==> config.mk <==
export PLATFORM = sky130hd
export DESIGN_NAME = spi_hdr_decoder
export DESIGN_NICKNAME = d
export VERILOG_FILES = /design/src/rtl/spi_hdr_pkg.sv /design/src/rtl/link_byte_shifter.sv /design/src/rtl/pin_sync.sv /design/src/rtl/spi_hdr_decoder.sv
export SDC_FILE = /design/constraint.sdc
export NUM_CORES = 1
export LEC_CHECK = 0
export BUFFER_PORTS_ARGS = -buffer_cell sky130_fd_sc_hd__buf_2
export CAP_MARGIN = 30
export CORE_UTILIZATION = 54
export DETAILED_ROUTE_END_ITERATION = 8
export PLACE_DENSITY = 0.76
export SKIP_LAST_GASP = 1
export SYNTH_ARGS = -nofsm -noshare
export SYNTH_HDL_FRONTEND = slang
export SYNTH_SLANG_ARGS = --single-unit
==> constraint.sdc <==
create_clock -name i_clk_sys -period 2.4 [get_ports i_clk_sys]
set_input_delay 0.12 -clock i_clk_sys [delete_from_list [all_inputs] [get_ports i_clk_sys]]
set_output_delay 0.12 -clock i_clk_sys [all_outputs]
set_load 0.1 [all_outputs]
==> src/rtl/spi_hdr_pkg.sv <==
package spi_hdr_pkg;

	// ----------------------------------------
	// header layout
	// ----------------------------------------
	localparam int LONG_HDR_BYTES = 8;
	localparam int SHORT_HDR_BYTES = 4;
	localparam int HDR_IDX_W = 3;
	localparam logic [2:0] LONG_LAST_IDX = 3'h7;
	localparam logic [2:0] SHORT_LAST_IDX = 3'h3;
	localparam int LONG_CTL_IDX = 4;
	localparam int SHORT_CTL_IDX = 2;
	localparam int SHORT_LEN_IDX = 3;
	localparam int CTL_AUTOINC_BIT = 7;
	localparam int CTL_READ_BIT = 6;
	localparam int CTL_COMMON_BIT = 5;
	localparam int CTL_LENSRC_BIT = 4;
	localparam int CTL_LENHI_MSB = 3;
	localparam int CTL_UNUSED_MSB = 5;
	localparam int ADDR_W = 32;
	localparam int LEN_W = 24;
	localparam int BASE_W = 16;
	localparam int SHORT_LEN_W = 12;

	// ----------------------------------------
	// register map, byte addresses
	// ----------------------------------------
	localparam int WB_ADR_W = 8;
	localparam logic [7:0] REG_CTRL = 8'h00;
	localparam logic [7:0] REG_BASE = 8'h04;
	localparam logic [7:0] REG_LENGTH = 8'h08;
	localparam logic [7:0] REG_STATUS = 8'h0C;
	localparam logic [7:0] REG_LAST_ADDR = 8'h10;
	localparam logic [7:0] REG_LAST_LEN = 8'h14;
	localparam int CTRL_SHORT_BIT = 0;
	localparam int CTRL_BURST_BIT = 1;
	localparam int BASE_COMMON_LSB = 16;
	localparam int STAT_BUSY_BIT = 0;
	localparam int STAT_FMT_BIT = 1;
	localparam int STAT_READ_BIT = 2;
	localparam int STAT_INC_BIT = 3;
	localparam int STAT_UNUSED_BIT = 4;
	localparam logic [1:0] CTRL_RESET = 2'h1;
	localparam logic [31:0] BASE_RESET = 32'h0000_0000;
	localparam logic [11:0] LENGTH_RESET = 12'h000;

	// ----------------------------------------
	// types
	// ----------------------------------------
	typedef struct packed {
		logic valid;
		logic we;
		logic [31:0] addr;
		logic [7:0] wdata;
	} mem_req_t;

	typedef struct packed {
		logic [31:0] addr;
		logic [23:0] len;
		logic inc;
		logic rd;
	} hdr_t;

	typedef enum {ST_IDLE, ST_HEADER, ST_DATA, ST_DONE} xfer_state_t;

endpackage
==> src/rtl/link_byte_shifter.sv <==
`timescale 1ns/1ps

module link_byte_shifter (
	input wire logic i_clk_sys,
	input wire logic i_rst,
	input wire logic i_sclk,
	input wire logic i_sel_n,
	input wire logic i_mosi,
	input wire logic [7:0] i_tx_byte,
	output logic o_frame_start,
	output logic o_frame_end,
	output logic o_byte_valid,
	output logic [7:0] o_rx_byte,
	output logic o_miso,
	output logic o_miso_oe
);

	logic sclk_q;
	logic sel_q;
	logic [2:0] bit_cnt;
	logic [7:0] rx_shift;
	logic [7:0] tx_shift;
	logic rise;
	logic fall;

	// edges only count while selected; mode 0 sampling
	assign rise = i_sclk & ~sclk_q & ~i_sel_n;
	assign fall = ~i_sclk & sclk_q & ~i_sel_n;
	assign o_miso = tx_shift[7];

	// edge history and frame markers
	always_ff @(posedge i_clk_sys) begin
		if (i_rst) begin
			sclk_q <= 1'b0;
			sel_q <= 1'b1;
			o_frame_start <= 1'b0;
			o_frame_end <= 1'b0;
			o_miso_oe <= 1'b0;
		end else begin
			sclk_q <= i_sclk;
			sel_q <= i_sel_n;
			o_frame_start <= sel_q & ~i_sel_n;
			o_frame_end <= ~sel_q & i_sel_n;
			o_miso_oe <= ~i_sel_n;
		end
	end

	// receive side, one byte every eight rising edges
	always_ff @(posedge i_clk_sys) begin
		if (i_rst) begin
			bit_cnt <= 3'h0;
			rx_shift <= 8'h00;
			o_rx_byte <= 8'h00;
			o_byte_valid <= 1'b0;
		end else begin
			o_byte_valid <= 1'b0;
			if (i_sel_n) begin
				bit_cnt <= 3'h0; // each select group restarts the byte
			end else if (rise) begin
				rx_shift <= {rx_shift[6:0], i_mosi};
				bit_cnt <= bit_cnt + 3'h1;
				if (bit_cnt == 3'h7) begin
					o_rx_byte <= {rx_shift[6:0], i_mosi};
					o_byte_valid <= 1'b1;
				end
			end
		end
	end

	// transmit side: load late, on the last falling edge of each byte,
	// so that a read fetched after the header still makes it out
	always_ff @(posedge i_clk_sys) begin
		if (i_rst) begin
			tx_shift <= 8'h00;
		end else if (sel_q & ~i_sel_n) begin
			tx_shift <= i_tx_byte;
		end else if (fall) begin
			if (bit_cnt == 3'h0) begin
				tx_shift <= i_tx_byte;
			end else begin
				tx_shift <= {tx_shift[6:0], 1'b0};
			end
		end
	end

endmodule // link_byte_shifter

==> src/rtl/pin_sync.sv <==
`timescale 1ns/1ps

module pin_sync #(
	parameter int WIDTH = 3,
	parameter logic [WIDTH-1:0] RESET_VAL = '0
) (
	input wire logic i_clk_sys,
	input wire logic i_rst,
	input wire logic [WIDTH-1:0] i_pin,
	output logic [WIDTH-1:0] o_level
);

	// ----------------------------------------
	// three stages per bit, accept once 2 and 3 agree
	// ----------------------------------------
	generate
		if (WIDTH < 1) begin : g_bad
			$error("pin_sync needs at least one bit");
		end
		for (genvar b = 0; b < WIDTH; b++) begin : g_bit
			logic s1, s2, s3;
			// s1 only feeds s2, so metastability never reaches the filter
			always_ff @(posedge i_clk_sys) begin
				if (i_rst) begin
					s1 <= RESET_VAL[b];
					s2 <= RESET_VAL[b];
					s3 <= RESET_VAL[b];
					o_level[b] <= RESET_VAL[b];
				end else begin
					s1 <= i_pin[b];
					s2 <= s1;
					s3 <= s2;
					if (s2 == s3) begin
						o_level[b] <= s3;
					end
				end
			end
		end
	endgenerate

endmodule // pin_sync

==> src/rtl/spi_hdr_decoder.sv <==
// The register addresses and register access over Wishbone were left to the implementer.
`timescale 1ns/1ps

// How it works
// (RULE1) long control: bit7 auto-increment, bit6 read
// (RULE2) host keeps long control bits 5:0 zero
// (RULE3) short control: same bit7 and bit6 meaning
// (RULE4) short bit5 picks common base upper half
// (RULE5) short bit4 takes length from register
// (RULE6) long header: 4 address, control, 3 length
// (RULE7) short header: 16-bit address under base
// (RULE8) burst and non-burst select framing supported
// (RULE9) one format chosen before, held during transaction
// (RULE10) short length: control low bits above byte
module spi_hdr_decoder (
	input wire logic i_clk_sys,
	input wire logic i_rst,
	input wire logic i_wb_cyc,
	input wire logic i_wb_stb,
	input wire logic i_wb_we,
	input wire logic [7:0] i_wb_adr,
	input wire logic [3:0] i_wb_sel,
	input wire logic [31:0] i_wb_dat,
	output logic [31:0] o_wb_dat,
	output logic o_wb_ack,
	input wire logic i_sclk,
	input wire logic i_slave_select_n,
	input wire logic i_mosi,
	output logic o_miso,
	output logic o_miso_oe,
	output spi_hdr_pkg::mem_req_t o_mem_req,
	input wire logic i_mem_ack,
	input wire logic [7:0] i_mem_rdata
);

	// ----------------------------------------
	// pins and byte shifter
	// ----------------------------------------
	logic [2:0] pin_level;
	logic frame_start;
	logic frame_end;
	logic byte_valid;
	logic [7:0] rx_byte;
	logic [7:0] rd_byte;

	pin_sync #(
		.WIDTH(3),
		.RESET_VAL(3'b010)
	) u_sync (
		.i_clk_sys(i_clk_sys),
		.i_rst(i_rst),
		.i_pin({i_sclk, i_slave_select_n, i_mosi}),
		.o_level(pin_level)
	);

	link_byte_shifter u_shift (
		.i_clk_sys(i_clk_sys),
		.i_rst(i_rst),
		.i_sclk(pin_level[2]),
		.i_sel_n(pin_level[1]),
		.i_mosi(pin_level[0]),
		.i_tx_byte(rd_byte),
		.o_frame_start(frame_start),
		.o_frame_end(frame_end),
		.o_byte_valid(byte_valid),
		.o_rx_byte(rx_byte),
		.o_miso(o_miso),
		.o_miso_oe(o_miso_oe)
	);

	// ----------------------------------------
	// configuration and state
	// ----------------------------------------
	logic cfg_short;
	logic cfg_burst;
	logic [15:0] base_upper;
	logic [15:0] common_upper;
	logic [11:0] len_reg;
	logic unused_seen;
	spi_hdr_pkg::xfer_state_t state;
	logic active_fmt;
	logic [2:0] hdr_cnt;
	logic hdr_done;
	logic [2:0] hdr_last;
	logic [7:0] hdr_buf [spi_hdr_pkg::LONG_HDR_BYTES];
	spi_hdr_pkg::hdr_t xfer;
	spi_hdr_pkg::hdr_t next_hdr;
	logic [23:0] remaining;
	logic [7:0] ctl;

	assign hdr_last = active_fmt ? spi_hdr_pkg::SHORT_LAST_IDX : spi_hdr_pkg::LONG_LAST_IDX;
	assign ctl = active_fmt ? hdr_buf[spi_hdr_pkg::SHORT_CTL_IDX]
		: hdr_buf[spi_hdr_pkg::LONG_CTL_IDX];

	// header decode, valid in the cycle hdr_done is high
	always_comb begin
		next_hdr.inc = ctl[spi_hdr_pkg::CTL_AUTOINC_BIT]; // see RULE1 see RULE3
		next_hdr.rd = ctl[spi_hdr_pkg::CTL_READ_BIT]; // see RULE1 see RULE3
		if (active_fmt) begin
			// 16-bit address under a designated upper half
			next_hdr.addr = {ctl[spi_hdr_pkg::CTL_COMMON_BIT] ? common_upper : base_upper,
				hdr_buf[0], hdr_buf[1]}; // see RULE4 see RULE7
			if (ctl[spi_hdr_pkg::CTL_LENSRC_BIT]) begin
				next_hdr.len = {12'h000, len_reg}; // see RULE5
			end else begin
				next_hdr.len = {12'h000, ctl[spi_hdr_pkg::CTL_LENHI_MSB:0],
					hdr_buf[spi_hdr_pkg::SHORT_LEN_IDX]}; // see RULE10
			end
		end else begin
			next_hdr.addr = {hdr_buf[0], hdr_buf[1], hdr_buf[2], hdr_buf[3]}; // see RULE6
			next_hdr.len = {hdr_buf[5], hdr_buf[6], hdr_buf[7]}; // see RULE6
		end
	end

	// header capture; the buffer is data and needs no reset
	always_ff @(posedge i_clk_sys) begin
		if (state == spi_hdr_pkg::ST_HEADER && byte_valid && !hdr_done) begin
			hdr_buf[hdr_cnt] <= rx_byte;
		end
	end

	// transaction sequencer
	always_ff @(posedge i_clk_sys) begin
		if (i_rst) begin
			state <= spi_hdr_pkg::ST_IDLE;
			hdr_cnt <= 3'h0;
			hdr_done <= 1'b0;
			active_fmt <= 1'b0;
			xfer <= '0;
			remaining <= 24'h00_0000;
		end else begin
			hdr_done <= 1'b0;
			case (state)
				spi_hdr_pkg::ST_IDLE: begin
					if (frame_start) begin
						state <= spi_hdr_pkg::ST_HEADER;
						hdr_cnt <= 3'h0;
						active_fmt <= cfg_short; // see RULE9
					end
				end
				spi_hdr_pkg::ST_HEADER: begin
					if (hdr_done) begin
						xfer <= next_hdr;
						remaining <= next_hdr.len;
						state <= (next_hdr.len == 24'h00_0000) ? spi_hdr_pkg::ST_DONE
							: spi_hdr_pkg::ST_DATA;
					end else if (byte_valid) begin
						hdr_cnt <= hdr_cnt + 3'h1;
						if (hdr_cnt == hdr_last) begin
							hdr_done <= 1'b1;
						end
					end
				end
				spi_hdr_pkg::ST_DATA: begin
					if (byte_valid) begin
						remaining <= remaining - 24'h00_0001;
						if (xfer.inc) begin
							xfer.addr <= xfer.addr + 32'h0000_0001;
						end
						if (remaining == 24'h00_0001) begin
							state <= spi_hdr_pkg::ST_DONE;
						end
					end
				end
				spi_hdr_pkg::ST_DONE: begin
					state <= spi_hdr_pkg::ST_DONE; // bytes beyond the length are dropped
				end
				default: begin
					state <= spi_hdr_pkg::ST_IDLE;
				end
			endcase
			// in burst mode select release ends the transaction; in
			// non-burst mode select may rise between bytes
			if (frame_end && (cfg_burst || state == spi_hdr_pkg::ST_DONE)) begin
				state <= spi_hdr_pkg::ST_IDLE; // see RULE8
			end
		end
	end

	// ----------------------------------------
	// internal memory port
	// ----------------------------------------
	// reads run one byte ahead; memory must answer before the next
	// falling sclk edge or the old byte goes out again
	always_ff @(posedge i_clk_sys) begin
		if (i_rst) begin
			o_mem_req <= '0;
			rd_byte <= 8'h00;
		end else begin
			if (o_mem_req.valid && i_mem_ack) begin
				o_mem_req.valid <= 1'b0;
				if (!o_mem_req.we) begin
					rd_byte <= i_mem_rdata;
				end
			end
			if (state == spi_hdr_pkg::ST_HEADER && hdr_done && next_hdr.rd
				&& next_hdr.len != 24'h00_0000) begin
				o_mem_req <= '{valid: 1'b1, we: 1'b0, addr: next_hdr.addr, wdata: 8'h00};
			end else if (state == spi_hdr_pkg::ST_DATA && byte_valid) begin
				if (!xfer.rd) begin
					o_mem_req <= '{valid: 1'b1, we: 1'b1, addr: xfer.addr, wdata: rx_byte};
				end else if (remaining != 24'h00_0001) begin
					o_mem_req <= '{valid: 1'b1, we: 1'b0,
						addr: xfer.addr + {31'h0000_0000, xfer.inc}, wdata: 8'h00};
				end
			end
		end
	end

	// ----------------------------------------
	// wishbone register slave
	// ----------------------------------------
	logic wb_hit;
	logic [31:0] wb_mask;
	logic [31:0] base_word;

	assign wb_hit = i_wb_cyc & i_wb_stb & ~o_wb_ack;
	assign wb_mask = {{8{i_wb_sel[3]}}, {8{i_wb_sel[2]}}, {8{i_wb_sel[1]}}, {8{i_wb_sel[0]}}};
	assign base_word = {common_upper, base_upper};

	// software writes, byte lanes honoured
	always_ff @(posedge i_clk_sys) begin
		if (i_rst) begin
			cfg_short <= spi_hdr_pkg::CTRL_RESET[spi_hdr_pkg::CTRL_SHORT_BIT];
			cfg_burst <= spi_hdr_pkg::CTRL_RESET[spi_hdr_pkg::CTRL_BURST_BIT];
			{common_upper, base_upper} <= spi_hdr_pkg::BASE_RESET;
			len_reg <= spi_hdr_pkg::LENGTH_RESET;
		end else if (wb_hit && i_wb_we) begin
			case (i_wb_adr)
				spi_hdr_pkg::REG_CTRL: begin
					if (i_wb_sel[0]) begin
						cfg_short <= i_wb_dat[spi_hdr_pkg::CTRL_SHORT_BIT];
						cfg_burst <= i_wb_dat[spi_hdr_pkg::CTRL_BURST_BIT];
					end
				end
				spi_hdr_pkg::REG_BASE: begin
					{common_upper, base_upper} <= (base_word & ~wb_mask) | (i_wb_dat & wb_mask);
				end
				spi_hdr_pkg::REG_LENGTH: begin
					len_reg <= (len_reg & ~wb_mask[11:0]) | (i_wb_dat[11:0] & wb_mask[11:0]);
				end
				default: begin
					len_reg <= len_reg;
				end
			endcase
		end
	end

	// host left long control bits 5:0 nonzero; write 1 clears, set wins
	always_ff @(posedge i_clk_sys) begin
		if (i_rst) begin
			unused_seen <= 1'b0;
		end else if (state == spi_hdr_pkg::ST_HEADER && hdr_done && !active_fmt
			&& ctl[spi_hdr_pkg::CTL_UNUSED_MSB:0] != 6'h00) begin
			unused_seen <= 1'b1; // see RULE2
		end else if (wb_hit && i_wb_we && i_wb_adr == spi_hdr_pkg::REG_STATUS && i_wb_sel[0]
			&& i_wb_dat[spi_hdr_pkg::STAT_UNUSED_BIT]) begin
			unused_seen <= 1'b0;
		end
	end

	// one wait state answer, unmapped reads give zero
	always_ff @(posedge i_clk_sys) begin
		if (i_rst) begin
			o_wb_ack <= 1'b0;
			o_wb_dat <= 32'h0000_0000;
		end else begin
			o_wb_ack <= wb_hit;
			o_wb_dat <= 32'h0000_0000;
			if (wb_hit && !i_wb_we) begin
				case (i_wb_adr)
					spi_hdr_pkg::REG_CTRL: o_wb_dat <= {30'h0000_0000, cfg_burst, cfg_short};
					spi_hdr_pkg::REG_BASE: o_wb_dat <= base_word;
					spi_hdr_pkg::REG_LENGTH: o_wb_dat <= {20'h0_0000, len_reg};
					spi_hdr_pkg::REG_STATUS: o_wb_dat <= {27'h000_0000, unused_seen, xfer.inc,
						xfer.rd, active_fmt, state != spi_hdr_pkg::ST_IDLE};
					spi_hdr_pkg::REG_LAST_ADDR: o_wb_dat <= xfer.addr;
					spi_hdr_pkg::REG_LAST_LEN: o_wb_dat <= {8'h00, remaining};
					default: o_wb_dat <= 32'h0000_0000;
				endcase
			end
		end
	end

	logic decode_now;
	assign decode_now = state == spi_hdr_pkg::ST_HEADER && hdr_done;
endmodule // spi_hdr_decoder

======== Word-level counts from Yosys, hierarchy flattened ========
Memories as Yosys holds them, arrays and structs flattened.
Cells that the tools add are included.
cells by class
  add/sub/neg operators ................... 5
  mux-type cells .......................... 37
  bitwise logic cells ..................... 26
  equal/unequal tests ..................... 27
  reduce and logical (&&, ||, !) cells .... 51
operators by type and width
  cell                                                               number
  32-bit two-way mux                                                 6
  32-bit case mux with 6 select lines                                1
  42-bit two-way mux                                                 4
  32-bit case mux with 4 select lines                                1
  32-bit by 2-bit == test with 1-bit output (second input constant)  3
  32-bit AND                                                         2
  32-bit by 3-bit == test with 1-bit output (second input constant)  2
  32-bit case mux with 2 select lines                                1
  58-bit two-way mux                                                 1
  56-bit two-way mux                                                 1
  24-bit two-way mux                                                 2
  24-bit case mux with 2 select lines                                1
  32-bit by 1-bit adder with 32-bit output                           1
  32-bit by 1-bit adder with 32-bit output (second input constant)   1
  32-bit by 1-bit == test with 1-bit output (second input constant)  1
  32-bit logical NOT                                                 1
  8-bit two-way mux                                                  4
  32-bit inverter                                                    1
  32-bit bitwise OR                                                  1
  32-bit nonzero test                                                1
  12-bit AND                                                         2
  24-bit by 1-bit == test with 1-bit output (second input constant)  1
  24-bit logical NOT                                                 1
  24-bit by 1-bit != test with 1-bit output (second input constant)  1
  other kinds (34)                                                   105
storage, ports and cells
  memories kept ........................... 1
  memory bits (writable) .................. 64
  register bits ........................... 293
  output and inout bits ................... 77
memory list
  memory   depth  width  rd ports  clocked after Yosys merged registers in  write ports  line                   RTL
  hdr_buf  8      8      8         0                                        1            spi_hdr_decoder.sv:85  logic [7:0] hdr_buf [spi_hdr_pkg::LONG_HDR_BYTES];

======== Depth between registers and ports, before layout ========
Gate-level depths: netlist of run 1.
  word-level depth ........................ 8
  mapped depth ............................ 10
  mapped depth without buffers ............ 8

======== Modules after synthesis ========
From an unflattened synthesis of run 1, not the netlist that was laid out.
second synthesis, totals
  cell total of the unflattened synthesis .. 1561
  area, all modules ....................... 14371.3 µm²
modules (own cells, without submodules)
  module             times used  cells an instance  area each (µm²)
  spi_hdr_decoder    1           1402               12723.5
  link_byte_shifter  1           128                1295.0
  pin_sync           1           31                 352.8

======== Worst setup path after synthesis of run 1 ========
Ideal clock, no wire load.
  path kind ............................... register -> register
  start point ............................. memory hdr_buf[2][4]
  end point ............................... register o_mem_req[16] in the netlist's numbering
  path buffers ............................ 3
  arrival time ............................ 2.476 ns
  stages on the path, launching flop included .. 10
  required time ........................... 2.279 ns
  path slack .............................. -0.196 ns
  period minus slack after synthesis ...... 2.596 ns
  cell sequence ........................... edfxtp_1 buf_4 mux2_2 mux2i_1 nand4_1 or4_1 buf_2 nand2_2 buf_4 mux2_2
RTL lines
  element               line                    RTL
  start, declared       spi_hdr_decoder.sv:85
  end signal, assigned  spi_hdr_decoder.sv:198  o_mem_req <= '{valid: 1'b1, we: 1'b0, addr: next_hdr.addr, wdata: 8'h00};
  end signal, assigned  spi_hdr_decoder.sv:201  o_mem_req <= '{valid: 1'b1, we: 1'b1, addr: xfer.addr, wdata: rx_byte};
  end signal, assigned  spi_hdr_decoder.sv:203  o_mem_req <= '{valid: 1'b1, we: 1'b0,
  end, declared         spi_hdr_decoder.sv:31   output spi_hdr_pkg::mem_req_t o_mem_req,

==> results.md, run 1 <==
* Fin worst setup slack at -0.156 ns
* Sum Neg Setup Slack at -4.18 ns
* WP data required at 2.80 ns
* RSZ-0062 raised after global routing: yes
* Antenna Violating Nets Remaining at 0
* Clock Pin Slew Worst Setup and Hold Paths at 0.06 ns
* GPL Wtd Cong at 1.02
* Share of post-route cells with drive strength above 1 at 22.5%
* Fmax at 0.391 GHz
* HP Class: in -> reg
* Number of synthesized flops with an enable pin at 64
* Netlist cell types at a little over 60
* DP Area at 0.0159 mm^2
* Seq/Total Area, Yosys at between 40% and 50%
* Synth cell count leaders: nor2_1, dfxtp_1, mux2i_1
* Worst-Skew Late Latency at between 0.5 and 0.6 ns
* CP Capture Type: flop
* Hold Fails Final Rpt at 0
* I/O Buffers at around 140
* H-tree depth at 2
* Leakage at 6.85 nW
* Gr usage total at 36.7%
* Sink Count at 303
* DRC viols at 0
* Synthesized area per cell at a little over 9 um^2
* Async SR Flop Fraction at 0%
* Initial Util at between 50% and 60%
* Root buf cell: clkbuf_16
* Critical Path AT at 2.96 ns
* Mapped cell area at 0.0141 mm^2
* Final period utilization at 107%
* Crit-path cells: buf_6 > mux2i_1 > a21oi_2 > or3_4 > or4_4 > buf_12 > nand2_8 > mux2_2
* Gr ovfl total at 0
* Die Width at 164 um
* Drt via density at 6.28
* Area delta synth->final at 26.0%
* Nets at around 1900
* CTS tree: yes
* Crit-path slowest cell: or4_4
* Power per cell area at 607 mW/mm^2
* Post-synth top flop: dfxtp_1
* Global-route wire length before repair at around 74000 um
* Post-Route WL at 49200 um
* Worst slew pin tran at 0.816 ns
* CP Class: reg -> reg
* Crit path time final at 2.56 ns
* Critical Path Fanout Max at 8
* First drt pass iteration count at 7
* Die footprint at 0.0268 mm^2
* Row count at 58
* Io pins at 138
* Chip Height at 164 um
* Max stage delay on crit path at 0.55 ns
* Vias at 13493
* Wirelength per Cell at 22.9 um
* Finished Cell Area at 0.0178 mm^2
* Crit-path leading delay family: simple AND/OR/NAND/NOR gates
* Drt first-iter violations at 1750
* Total CTS buffers at 34
* #FFs+latches synth at 303
* Vias in the first global route at between 10000 and 15000
* Ranking of synthesized cells by area: dfxtp_1, edfxtp_1, mux2i_1
* Status: finished with violations
* Buf/Inv on CP at 2
* Failing checks: setup timing
* Area leader, netlist: dfxtp_1
* Max transition margin at 45.4%
* Syn nets at around 1600
* Slew Viols, Final at 0
* Antenna Cells at 0
* Synth Instances at 1551
* Hpwl dp at 34000 um
* Bufs on Longest Clock Path at 3
* Max Cap Viol at 0
* Setup-failing EPs final at 43
* YS warnings at 0
* Worst setup SP type: flop
* Most common cell in the netlist: nor2_1
* Pre-CTS worst setup slack at -0.237 ns
* Initial antenna violation count at 0
* Largest net degree at the start of global routing at 86
* Maximum VDD drop at 0.599 mV
* Worst Skew at 0.0275 ns
* Core Box Area at 0.0254 mm^2
* Share of the synthesized area in the top cell type at 33.9%
final cells by class:
| class | instances | area, um^2 |
|---|---|---|
| Fill cell | 1935 | 7630 |
| Multi-Input combinational cell | 1104 | 7010 |
| Sequential cell | 303 | 6710 |
| Timing Repair Buffer | 331 | 2410 |
| Clock buffer | 48 | 996 |
| Tap cell | 330 | 413 |
| Clock inverter | 13 | 151 |
| Inverter | 20 | 75.1 |
per-layer routing:
metal	vias up	routed length [um]	track usage (%)
li1	6086	-	-
met1	6357	18200	44.9
met2	854	22700	59.3
met3	196	5230	8.25
met4	0	3050	21.5
met5	-	0	0
timing repair:
item / CTS / global route
pin swaps: 6 / 2
setup endpoints to repair: 43 / 53
gates cloned: 1 / 0
buffers inserted: 4 / 1
hold buffers: 52 / 0
gates resized for setup: 13 / 13
endpoints found under the hold margin: 66 / 0
worst reg2reg max path, cell delays in order, from the launching register on:
cell      delay, ns
edfxtp_1       0.42
buf_6          0.16
mux2i_1        0.18
a21oi_2        0.10
or3_4          0.39
or4_4          0.55
buf_12         0.17
nand2_8        0.13
mux2_2         0.35
final timing paths:
check	endpoint	cells past startpoint	slack, ns	start
min	unused_seen	4	0.03	i_wb_sel[0]
min reg2reg	u_sync.g_bit[1].s2	1	0.41	u_sync.g_bit[1].s1
max	o_mem_req[9]	8	-0.16	hdr_buf[2][4]
max reg2reg	o_mem_req[9]	8	-0.16	hdr_buf[2][4]
power breakdown:
part / switching [mW] / internal (mW) / total, mW
combinational: 0.146 / 0.115 / 0.262
clock: 2.10 / 3.23 / 5.34
sequential: 0.00359 / 5.18 / 5.19
total: 2.25 / 8.53 / 10.8
placed cells by master, fill, tap and decap left out, types with 7 or more instances in the layout:
master         Yosys  routed
o22ai_1           12      12
nor2_1           269     268
inv_1             20      20
nor2b_1           11      10
xnor2_1           27      27
and3_1            14      14
nor3_1            44      44
dfxtp_1          239     238
a21oi_1           97      95
buf_12             0      10
mux2i_1          117     112
clkbuf_16          0      36
mux2_4             0       8
ha_1               9       9
a22oi_1           69      69
and2_1             8       8
buf_2             10     136
o32ai_1           23      23
o21ai_0           67      67
a31oi_1           13      12
buf_4              2     129
a211oi_1          25      25
mux2_2            37      29
xor2_1             7       7
nor4_1            18      15
nand4_1           24      24
nand3_1           36      34
edfxtp_1          64      64
dlygate4sd3_1      0      52
nand2_1           92      92
clkbuf_1         103       7
stage by stage:
step / total power, mW / util, % / hold WS (ns) / instances
after floorplan: 5.39 / - / 0.224 / 1551
after detailed placement: 5.49 / 62.7 / 0.307 / 2030
after global routing: 11.0 / 70.0 / 0.0416 / 2149
final: 10.8 / 70.0 / 0.0254 / 2149
after CTS: 10.8 / 69.7 / 0.00807 / 2148
after global placement: 5.49 / 62.7 / 0.306 / 2029
cells by family after synthesis:
kind of cell,count (synthesis),synth area share (%)
DFF,303,47.6
AOI/OAI and AO/OA,347,15.8
muxes,156,11.6
xor gates and xnor gates,34,2.11
buffers and inverters,145,4.00
and+or+nand+nor,557,18.1
adders and majority gates,9,0.799
Note: power is estimated with default switching activity, not from simulation.
==> inputs of run 2 (changes only) <==
==> constraint.sdc (replaced) <==
create_clock -name i_clk_sys -period 2.4 [get_ports i_clk_sys]
set_input_delay 0.24 -clock i_clk_sys [delete_from_list [all_inputs] [get_ports i_clk_sys]]
set_output_delay 0.24 -clock i_clk_sys [all_outputs]
set_load 0.1 [all_outputs]
==> run 2 against run 1 <==
  * Routed wire length shrank 0.52%
  * First-iteration DRC count shrank 3.4%
  * The flow still finishes with violations (setup timing)
  * Highest routed layer is now met5
  * Largest cell class unchanged
  * Sequential share of layout area grew 0.24 points
  * Worst setup slack gained 0.0081 ns
  * Critical endpoint unchanged
  * Via count is essentially flat
  * Core utilization shrank 0.42 points
==> results.md, run 2 (same netlist as run 1, synthesis figures left out) <==
* Antenna Violating Nets Remaining at 0 (unchanged)
* Maximum VDD drop at 0.562 mV (-6.1%)
* Share of post-route cells with drive strength above 1 at 22.7% (+0.21 points)
* DRC viols at 0 (unchanged)
* Total CTS buffers at 34 (unchanged)
* CP Class: reg -> reg
* Hold Fails Final Rpt at 0 (unchanged)
* Switching Share at 21.0% (+0.095 points)
* HP Class: in -> reg
* CTS tree: yes
* Clock Pin Slew Worst Setup and Hold Paths at 0.06 ns (about the same)
* Gr ovfl total at 0 (unchanged)
* Worst slew pin tran at 0.751 ns (-0.0649 ns)
* Worst Skew at 0.0147 ns (-0.0128 ns)
* Sink Count at 303 (unchanged)
* Sum Neg Setup Slack at -3.01 ns (+1.17 ns)
* Critical Path Fanout Max at 11 (+3)
* Placed Instances at 2038 (+0.39%)
* Vias in the first global route at 12574 (-2.9%)
* CP Capture Type: flop
* Nets at 1853 (-0.59%)
* Fmax at 0.392 GHz (+0.32%)
* Setup-failing EPs final at 34 (-21%)
* Final non-filler cell total at 2138 (-0.51%)
* RSZ-0062 raised after global routing: yes
* Root buf cell: clkbuf_16
* First drt pass iteration count at 6 (-1)
* Switching power at 2.28 mW (+1.1%)
* Vias at 13501 (+0.059%)
* Largest net degree at the start of global routing at 114 (+33%)
* Global-route wire length before repair at 73100 um (-1.5%)
* Fin worst setup slack at -0.148 ns (+0.00807 ns)
* Critical Path AT at 2.96 ns (about the same)
* Slew Viols, Final at 0 (unchanged)
* Row count at 58 (unchanged)
* Chip Height at 164 um (unchanged)
* Highest-count cells in the layout ignoring fill and taps: nor2_1, dfxtp_1, buf_4
* Drt via density at 6.31 (+0.57%)
* Cell-internal power at 8.58 mW (+0.55%)
* Worst-Skew Late Latency at 0.52 ns (about the same)
* Initial antenna violation count at 1 (+1)
* Sequential share of power at 47.8% (-0.3 points)
* Area delta synth->final at 25.3%
* Io pins at 138 (unchanged)
* Max Cap Viol at 0 (unchanged)
* Wirelength per Cell at 22.9 um (about the same)
* Status: finished with violations
* Max transition margin at 49.8% (+4.3 points)
* Power per cell area at 615 mW/mm^2 (+1.3%)
* I/O Buffers at 137 (unchanged)
* Die footprint at 0.0268 mm^2 (unchanged)
* Gr usage total at 36.4% (-0.36 points)
* Bufs on Longest Clock Path at 3 (unchanged)
* Post-Route WL at 48900 um (-0.52%)
* Worst setup SP type: flop
* Failing checks: setup timing
* Crit path time final at 2.55 ns (-0.00807 ns)
* Core Box Area at 0.0254 mm^2 (unchanged)
* Util after Layout at 69.5% (-0.42 points)
* Drt first-iter violations at 1691 (-3.4%)
* GPL Wtd Cong at 1.06 (+4.0%)
* Final period utilization at 106% (-0.34 points)
* H-tree depth at 2 (unchanged)
* WP data required at 2.81 ns (about the same)
* Hpwl dp at 34800 um (+2.1%)
* Leakage at 6.81 nW (-0.68%)
* Clk pwr share at 50.0% (+0.5 points)
* Commonest non-fill, non-tap cell in the layout: nor2_1
* Initial Util at 55.5% (unchanged)
* Die Width at 164 um (unchanged)
* Comb power frac at 2.3% (about the same)
## run 2: changes by cell type in the layout (fill, tap and decap cells not counted), sizes merged
cell,change
buf,+6
clkinv,+1
diode,+1
dlygate4sd3,-17
inv,-2
## run 2: stage by stage
stage                     hold slack, ns  worst slack, ns  instance area (um^2)  total power [mW]
after global placement             0.412           -0.205                 16000              5.49
after floorplan                    0.344          -0.0710                 14200              5.39
final                             0.0134           -0.148                 17700              10.9
after global routing              0.0384           -0.220                 17700              11.1
after detailed placement           0.419           -0.326                 16000              5.49
after CTS                       0.000894           -0.118                 17600              10.9
## run 2: final timing paths
| check | from | endpoint | slack [ns] | depth (start not counted) |
|---|---|---|---|---|
| hold reg to reg | u_sync.g_bit[1].s1 | u_sync.g_bit[1].s2 | 0.43 | 1 |
| hold / removal | i_wb_dat[3] | flop | 0.01 | 3 |
| setup reg to reg | hdr_buf[2][4] | o_mem_req[9] | -0.15 | 8 |
| setup / recovery | hdr_buf[2][4] | o_mem_req[9] | -0.15 | 8 |
## run 2: final cells by class
cell class                      instances  area (um^2)
Clock buffer                           48         1020
Antenna cell                            1         2.50
Fill cell                            1952         7740
Sequential cell                       303         6710
Multi-Input combinational cell       1104         7010
Timing Repair Buffer                  320         2290
Inverter                               20         75.1
Clock inverter                         12          154
Tap cell                              330          413
## run 2: metal layers
metal	GRT usage (%)	vias to the layer above	wire length, um
met5	0	-	11
met4	22.1	2	3100
met3	6.35	181	4570
met2	58.4	801	22500
met1	45.6	6443	18700
li1	-	6074	-
## run 2: power groups by stage
stage	Clock, mW	Sequential, mW	Combinational [mW]
2_1_floorplan	0	5.30	0.0879
5_1_grt	5.65	5.19	0.257
4_1_cts	5.45	5.19	0.236
3_3_place_gp	0	5.30	0.187
3_5_place_dp	0	5.30	0.191
6_report	5.42	5.19	0.246
## run 2: repair_timing
item / 4_1_cts / 5_1_grt
setup endpoints to repair: 44 / 53
cloned: 1 / 0
hold buffers: 35 / 0
endpoints found under the hold margin: 37 / 0
gates resized for setup: 13 / 8
setup buffers: 1 / 2
pin swaps: 5 / 1
## run 2: worst max-delay path, stage by stage (launching register included)
cell	delay, ns
edfxtp_1	0.43
buf_12	0.18
mux2_4	0.30
mux2i_2	0.17
nand4_1	0.16
or4_4	0.55
buf_8	0.17
nand2_8	0.12
mux2_2	0.35
